**src/hdl/gpa_regs.svh**
```systemverilog
`ifndef GPA_REGS_SVH
`define GPA_REGS_SVH

`define GPA_NPORT        14
`define GPA_ADDR_W       8
`define GPA_BANK_OUT     2'h0
`define GPA_BANK_DIR     2'h1
`define GPA_BANK_PULL    2'h2
`define GPA_BANK_IN      2'h3
`define GPA_BANK_LSB     6
`define GPA_PORT_LSB     2
`define GPA_RESP_OKAY    2'h0
`define GPA_RESP_SLVERR  2'h2
`define GPA_RST_OUT      8'h00
`define GPA_RST_DIR      8'h00
`define GPA_RST_PULL     8'h00
`define GPA_PORT_PULL_BIT 8'h01
// per-port masks, port 13 in the top byte (top bit for the 14-bit selects), port 0 in the bottom byte (bottom bit)
`define GPA_PIN_MASK     112'h03ff000f3fff07ffffffffffff7f
`define GPA_OUT_MASK     112'h03ff000f3fff07ffffffffff007f
`define GPA_PULL_BIT_MASK 112'h00ff000f00ff07000000ffff007f
`define GPA_PULL_PORT_SEL 14'h0070
`define GPA_OD_SEL       14'h0200

`endif

```
**src/hdl/gpa_pkg.sv**
```systemverilog
`include "gpa_regs.svh"

package gpa_pkg;

  typedef logic [`GPA_NPORT-1:0][7:0] gpa_bank_t;

  typedef struct packed {
    gpa_bank_t               out_q;
    gpa_bank_t               dir_q;
    gpa_bank_t               pull_q;
    gpa_bank_t               in_q;
    logic                    aw_got;
    logic                    w_got;
    logic [`GPA_ADDR_W-1:0]  awaddr;
    logic [7:0]              wdata;
    logic                    wstrb0;
    logic                    bvalid;
    logic [1:0]              bresp;
    logic                    rvalid;
    logic [31:0]             rdata;
    logic [1:0]              rresp;
  } gpa_state_t;

endpackage : gpa_pkg

```
**src/hdl/gpa_port_ctrl.sv**
```systemverilog
`timescale 1ns/10ps
`default_nettype none

module gpa_port_ctrl
#(
  parameter logic [7:0] OUT_MASK  = 8'hff,
  parameter logic [7:0] PULL_BITS = 8'h00,
  parameter logic       PULL_PORT = 1'b0,
  parameter logic       OPEN_DRAIN = 1'b0
)
(
  input  wire logic [7:0] out_q,
  input  wire logic [7:0] dir_q,
  input  wire logic [7:0] pull_q,
  output logic      [7:0] pin_out,
  output logic      [7:0] pin_oe,
  output logic      [7:0] pull_en
);

  logic [7:0] drive;
  logic [7:0] pull_sel;

  assign drive = dir_q & OUT_MASK;

  // open drain: a zero pulls low, a one releases the pin
  assign pin_out = OPEN_DRAIN ? 8'h00 : (out_q & drive);
  assign pin_oe  = OPEN_DRAIN ? (drive & ~out_q) : drive;

  // whole-port enable fans out to every OUT_MASK pin of the port
  assign pull_sel = PULL_PORT ? {8{pull_q[0]}} & OUT_MASK
                              : pull_q & PULL_BITS;

  // pull-up only on pins that are inputs
  assign pull_en = pull_sel & ~drive;

endmodule : gpa_port_ctrl

`default_nettype wire

```
**src/hdl/gpa_top.sv**
```systemverilog
// Added by the designer: the register addresses and the AXI4-Lite slave port.
`timescale 1ns/10ps
`default_nettype none
`include "gpa_regs.svh"

module gpa_top
(
  input  wire logic                       aclk,
  input  wire logic                       aresetn,
  input  wire logic                       ce,
  input  wire logic [`GPA_ADDR_W-1:0]     s_axi_awaddr,
  input  wire logic                       s_axi_awvalid,
  output logic                            s_axi_awready,
  input  wire logic [31:0]                s_axi_wdata,
  input  wire logic [3:0]                 s_axi_wstrb,
  input  wire logic                       s_axi_wvalid,
  output logic                            s_axi_wready,
  output logic [1:0]                      s_axi_bresp,
  output logic                            s_axi_bvalid,
  input  wire logic                       s_axi_bready,
  input  wire logic [`GPA_ADDR_W-1:0]     s_axi_araddr,
  input  wire logic                       s_axi_arvalid,
  output logic                            s_axi_arready,
  output logic [31:0]                     s_axi_rdata,
  output logic [1:0]                      s_axi_rresp,
  output logic                            s_axi_rvalid,
  input  wire logic                       s_axi_rready,
  input  wire gpa_pkg::gpa_bank_t         pin_in,
  output gpa_pkg::gpa_bank_t              pin_out,
  output gpa_pkg::gpa_bank_t              pin_oe,
  output gpa_pkg::gpa_bank_t              pull_en
);
  import gpa_pkg::*;

  localparam logic [111:0] PIN_MASK  = `GPA_PIN_MASK;
  localparam logic [111:0] OUT_MASK  = `GPA_OUT_MASK;
  localparam logic [111:0] PULL_BITS = `GPA_PULL_BIT_MASK;
  localparam logic [13:0]  PULL_PORT = `GPA_PULL_PORT_SEL;
  localparam logic [13:0]  OD_SEL    = `GPA_OD_SEL;

  gpa_state_t st;
  gpa_state_t next_st;

  // address decode: valid flag, bank and port index
  function automatic logic [6:0] decode
  (
    input logic [`GPA_ADDR_W-1:0] addr
  );
    logic [3:0] port;
    logic       ok;
    port = addr[`GPA_BANK_LSB-1:`GPA_PORT_LSB];
    ok   = (port < 4'(`GPA_NPORT)) && (PIN_MASK[8*port +: 8] != 8'h00);
    decode = {ok, addr[`GPA_BANK_LSB+1:`GPA_BANK_LSB], port};
  endfunction : decode

  // mask of writable bits for one port of one bank
  function automatic logic [7:0] wmask
  (
    input logic [1:0] bank,
    input logic [3:0] port
  );
    case (bank)
      `GPA_BANK_OUT:  wmask = OUT_MASK[8*port +: 8];
      `GPA_BANK_DIR:  wmask = OUT_MASK[8*port +: 8];
      `GPA_BANK_PULL: wmask = PULL_PORT[port] ? `GPA_PORT_PULL_BIT
                                              : PULL_BITS[8*port +: 8];
      default:        wmask = 8'h00;
    endcase
  endfunction : wmask

  logic [6:0] wdec;
  logic [6:0] rdec;

  assign wdec = decode(st.awaddr);
  assign rdec = decode(s_axi_araddr);

  assign s_axi_awready = ~st.aw_got & ~st.bvalid;
  assign s_axi_wready  = ~st.w_got & ~st.bvalid;
  assign s_axi_arready = ~st.rvalid;
  assign s_axi_bvalid  = st.bvalid;
  assign s_axi_bresp   = st.bresp;
  assign s_axi_rvalid  = st.rvalid;
  assign s_axi_rdata   = st.rdata;
  assign s_axi_rresp   = st.rresp;

  always_comb
  begin
    logic [7:0] m;
    logic [7:0] v;
    m = 8'h00;
    v = 8'h00;
    next_st = st;
    for (int p = 0; p < `GPA_NPORT; p++)
    begin
      next_st.in_q[p] = pin_in[p] & PIN_MASK[8*p +: 8];
    end
    if (s_axi_awvalid && s_axi_awready)
    begin
      next_st.aw_got = 1'b1;
      next_st.awaddr = s_axi_awaddr;
    end
    if (s_axi_wvalid && s_axi_wready)
    begin
      next_st.w_got  = 1'b1;
      next_st.wdata  = s_axi_wdata[7:0];
      next_st.wstrb0 = s_axi_wstrb[0];
    end
    if (st.aw_got && st.w_got)
    begin
      next_st.aw_got = 1'b0;
      next_st.w_got  = 1'b0;
      next_st.bvalid = 1'b1;
      next_st.bresp  = wdec[6] ? `GPA_RESP_OKAY : `GPA_RESP_SLVERR;
      m = wmask(wdec[5:4], wdec[3:0]);
      v = st.wdata & m;
      if (wdec[6] && st.wstrb0)
      begin
        case (wdec[5:4])
          `GPA_BANK_OUT:  next_st.out_q[wdec[3:0]]  = v;
          `GPA_BANK_DIR:  next_st.dir_q[wdec[3:0]]  = v;
          `GPA_BANK_PULL: next_st.pull_q[wdec[3:0]] = v;
          default:        next_st.bvalid = 1'b1;
        endcase
      end
    end
    if (st.bvalid && s_axi_bready)
    begin
      next_st.bvalid = 1'b0;
    end
    if (st.rvalid && s_axi_rready)
    begin
      next_st.rvalid = 1'b0;
    end
    if (s_axi_arvalid && s_axi_arready)
    begin
      next_st.rvalid = 1'b1;
      next_st.rresp  = rdec[6] ? `GPA_RESP_OKAY : `GPA_RESP_SLVERR;
      next_st.rdata  = 32'h0;
      if (rdec[6])
      begin
        case (rdec[5:4])
          `GPA_BANK_OUT:  next_st.rdata[7:0] = st.out_q[rdec[3:0]];
          `GPA_BANK_DIR:  next_st.rdata[7:0] = st.dir_q[rdec[3:0]];
          `GPA_BANK_PULL: next_st.rdata[7:0] = st.pull_q[rdec[3:0]];
          default:        next_st.rdata[7:0] = st.in_q[rdec[3:0]];
        endcase
      end
    end
  end

  always_ff @(posedge aclk)
  begin
    if (!aresetn)
    begin
      st        <= '0;
      st.out_q  <= {`GPA_NPORT{`GPA_RST_OUT}};
      st.dir_q  <= {`GPA_NPORT{`GPA_RST_DIR}};
      st.pull_q <= {`GPA_NPORT{`GPA_RST_PULL}};
    end
    else if (ce)
    begin
      st <= next_st;
    end
  end

  // one pin driver per port
  generate
    for (genvar g = 0; g < `GPA_NPORT; g++)
    begin : g_port
      gpa_port_ctrl
      #(
        .OUT_MASK   (OUT_MASK[8*g +: 8]),
        .PULL_BITS  (PULL_BITS[8*g +: 8]),
        .PULL_PORT  (PULL_PORT[g]),
        .OPEN_DRAIN (OD_SEL[g])
      )
      u_port
      (
        .out_q   (st.out_q[g]),
        .dir_q   (st.dir_q[g]),
        .pull_q  (st.pull_q[g]),
        .pin_out (pin_out[g]),
        .pin_oe  (pin_oe[g]),
        .pull_en (pull_en[g])
      );
    end
  endgenerate

endmodule : gpa_top

`default_nettype wire

```
**config.mk**
```make
export PLATFORM = sky130hd
export DESIGN_NAME = gpa_top
export DESIGN_NICKNAME = d
export VERILOG_FILES = /design/src/hdl/gpa_pkg.sv /design/src/hdl/gpa_port_ctrl.sv /design/src/hdl/gpa_top.sv
export VERILOG_INCLUDE_DIRS = /design/src /design/src/hdl
export SDC_FILE = /design/constraint.sdc
export NUM_CORES = 1
export LEC_CHECK = 0
export ABC_CLOCK_PERIOD_IN_PS = 2000
export BUFFER_PORTS_ARGS = -buffer_cell sky130_fd_sc_hd__clkbuf_2
export CORE_MARGIN = 8
export CORE_UTILIZATION = 49
export CTS_BUF_LIST = sky130_fd_sc_hd__clkbuf_16
export DETAILED_ROUTE_END_ITERATION = 10
export GPL_TIMING_DRIVEN = 0
export PLACE_DENSITY = 0.78
export SYNTH_ARGS = -nofsm -noshare
export SYNTH_HDL_FRONTEND = slang
export SYNTH_HIERARCHICAL = 1
export SYNTH_SLANG_ARGS = --single-unit
```
**constraint.sdc**
```tcl
create_clock -name aclk -period 2 [get_ports aclk]
set_input_delay 0 -clock aclk [delete_from_list [all_inputs] [get_ports aclk]]
set_output_delay 0 -clock aclk [all_outputs]
set_load 0.005 [all_outputs]
```
==> results.sh <==
export IMPL_timing_rr_start="st[334]"
export IMPL_p_per_area_mw_per_mm2=698.1
export IMPL_fin_ws_ps=-68.57
export IMPL_worst_slew_pin_slew_ps=1353
export IMPL_grt_max_degree=15
export IMPL_clock_path_buffers=3
export IMPL_path_clk_slew_ps=70
export IMPL_leakage_nw=13.40
export IMPL_dp_hpwl_mm=73.26
export IMPL_die_height_um=229.2
export IMPL_maxCapViolCount=0
export IMPL_clock_fmax_mhz=483.4
export IMPL_grt_overflow=0
export IMPL_path_class="in2reg"
export IMPL_synth_main_ff_cell="dfxtp_1"
export IMPL_fin_skew_ps=27.24
export IMPL_synthSimpleGateAreaFrac=0.1874
export IMPL_r2r_cells=5
export IMPL_gp_congestion=1.017
export IMPL_rows=78
export IMPL_cts_tree="built"
export IMPL_avgSynthCellArea_um2=9.337
export IMPL_startpoint_type="input pin"
export IMPL_die_x_um=229.2
export IMPL_core_area_mm2=0.04509
export IMPL_ios=549
export IMPL_hold_depth=4
export IMPL_multi_input_area_mm2=0.01210
export IMPL_synth_cell_types=86
export IMPL_ys_seq_area_frac=0.4063
export IMPL_vias=22480
export IMPL_holdWs_ps=-11.21
export IMPL_yosysMostFrequentCell="dfxtp_1"
export IMPL_synth_xor_area_share=0.0007866
export IMPL_maxSlewHeadroom=0.09782
export IMPL_clk_latency_ps=630
export IMPL_syn_cell_area_mm2=0.02227
export IMPL_synthArstFlopShare=0
export IMPL_setup_violations=12
export IMPL_synth_compound_area_frac=0.1115
export IMPL_timing_final_crit_share=1.034
export IMPL_grt_antenna_before_repair=5
export IMPL_synth_top_area_frac=0.4063
export IMPL_ff2ff_setup_slack_ps=-40
export IMPL_min_to="st[56]"
export IMPL_cp_end_kind="flip-flop"
export IMPL_muxShareOfSynthArea=0.1772
export IMPL_fill_cells=3490
export IMPL_arrival_ps=2540
export IMPL_wire_per_inst_um=28.79
export IMPL_synth_top_family_by_area="simple AND/OR/NAND/NOR gates"
export IMPL_synthAdderAreaFrac=0
export IMPL_synth_edf_count=0
export IMPL_critPathRequiredTime_ps=2470
export IMPL_violations="negative hold slack, negative setup slack"
export IMPL_area_growth_pct=34.14
export IMPL_yosysTopAreaCell="dfxtp_1"
export IMPL_grt_pass1_wl_mm=147.4
export IMPL_grt_pass1_vias=21597
export IMPL_worstHoldStart="s_axi_awvalid"
export IMPL_grt_usage=0.3755
export IMPL_first_pass_iters=7
export IMPL_ys_top_cells_by_area="dfxtp_1, mux2i_1, buf_4, mux4_2, and2_1"
export IMPL_path_max_fanout=10
export IMPL_drive_above_1_share=0.3360
export IMPL_fin_nets=3248
export IMPL_drt_iter0_drc=3007
export IMPL_cts_root_buf="clkbuf_16"
export IMPL_ys_top_cells_by_count="dfxtp_1, nand2_1, buf_4, mux2i_1, and2_1"
export IMPL_period_minus_slack_ps=2069
export IMPL_ir_worst_vdd_v=0.0006603
export IMPL_initial_core_util=0.4939
export IMPL_holdCritPathClass="in2reg"
export IMPL_vias_per_cell=6.045
export IMPL_seq_area_mm2=0.009066
export IMPL_status="finished with violations"
export IMPL_ys_warn_count=6
export IMPL_drc=0
export IMPL_dieArea_mm2=0.05252
export IMPL_ys_seq_elements=452
export IMPL_total_power_mw=20.85
export IMPL_timing_rr_end="s_axi_rdata[5]"
export IMPL_cts_sinks=452
export IMPL_rsz0062_at_grt="true"
export IMPL_synth_cells=2385
export IMPL_drt_total_wl_mm=107.1
export IMPL_hold_viol=1
export IMPL_slew_violations=0
export IMPL_io_buffer_count=347
export IMPL_numCtsBuffers=48
export IMPL_h_tree_depth=2
export IMPL_ant_nets=0
sequential cells by signal, summed over array words and instances, names as in the netlist, named ones only:
register / count
st: 439
s_axi_rdata: 8
s_axi_bresp: 1
s_axi_bvalid: 1
s_axi_rresp: 1
s_axi_rvalid: 1
where the power goes:
part | switching [mW] | internal, mW
clock | 4.01 | 5.23
combinational | 1.44 | 0.954
sequential | 0.0954 | 9.13
total | 5.55 | 15.3
what timing repair did:
item,4_1_cts,5_1_grt
endpoints found under the setup margin,315,247
gates resized for setup,178,228
gates cloned,2,6
hold endpoints to repair,106,0
hold buffers,106,0
buffers inserted,27,27
pin swaps,21,55
how the worst max path moves through the flow:
stage	start	to
finish	s_axi_araddr[3]	s_axi_rdata[1]
global route	st[470]	s_axi_rdata[5]
CTS	st[52]	st[420]
detailed placement	st[50]	st[313]
global placement	st[50]	st[313]
floorplan	st[51]	st[226]
per-layer routing:
| layer | track usage | vias to the layer above | part of all wire |
|---|---|---|---|
| met5 | 0 | - | 0.00023 |
| met4 | 0.2578 | 4 | 0.087 |
| met3 | 0.1183 | 539 | 0.13 |
| met2 | 0.5824 | 2036 | 0.43 |
| met1 | 0.4403 | 10620 | 0.35 |
| li1 | - | 9281 | - |
stage by stage:
stage | instances | utilization | cell area (µm²) | setup TNS [ps] | setup WS (ps)
2_1_floorplan | 2519 | - | 22770 | 0 | 147.4
3_3_place_gp | 3466 | 0.5602 | 25260 | -142860 | -898.6
3_5_place_dp | 3466 | 0.5602 | 25260 | -151080 | -920.8
4_1_cts | 3685 | 0.6390 | 28810 | 0 | 0.2460
5_1_grt | 3717 | 0.6624 | 29870 | -2725 | -90.90
6_report | 3719 | 0.6625 | 29870 | -295.4 | -68.57
layout by cell type, fill, tap and decap left out, types with 40 or more instances in the layout:
cell           synthesis  routed
a21oi_1              150     120
and2_1               180     179
and3_1                41      40
buf_4                234     279
clkbuf_1              98      58
clkbuf_16              0      56
clkbuf_2               1     353
conb_1                 8     142
dfxtp_1              452     446
dlygate4sd3_1          0     106
mux2i_1              209     205
mux4_2                57      61
nand2_1              239     214
nor2_1               172     148
nor2b_1               80      78
o21ai_0              123      96
kinds of logic (layout without fill, tap and decap cells):
family	after synthesis	after routing
multiplexers	299	299
flip-flops	452	452
AND/OR/NAND/NOR	821	823
XOR/XNOR	2	2
buffers and inverters	402	997
other	8	145
AO/OA/AOI/OAI	401	401
critical path: stages:
cell      delay, ps
clkbuf_2        110
buf_4           280
buf_2           510
buf_4           420
mux4_2          440
nand2_1         130
nand2_1          80
a221oi_1        390
o211ai_1        140
cell type report:
type                            instances  area share
Multi-Input combinational cell       1667      0.4049
Sequential cell                       452      0.3035
Timing Repair Buffer                  513      0.1163
Buffer                                385     0.09600
Clock buffer                           49     0.04105
Tap cell                              600     0.02513
Clock inverter                         41     0.01169
Inverter                                9    0.001131
Antenna cell                            3   0.0002513
(Power assumes the default switching activity.)
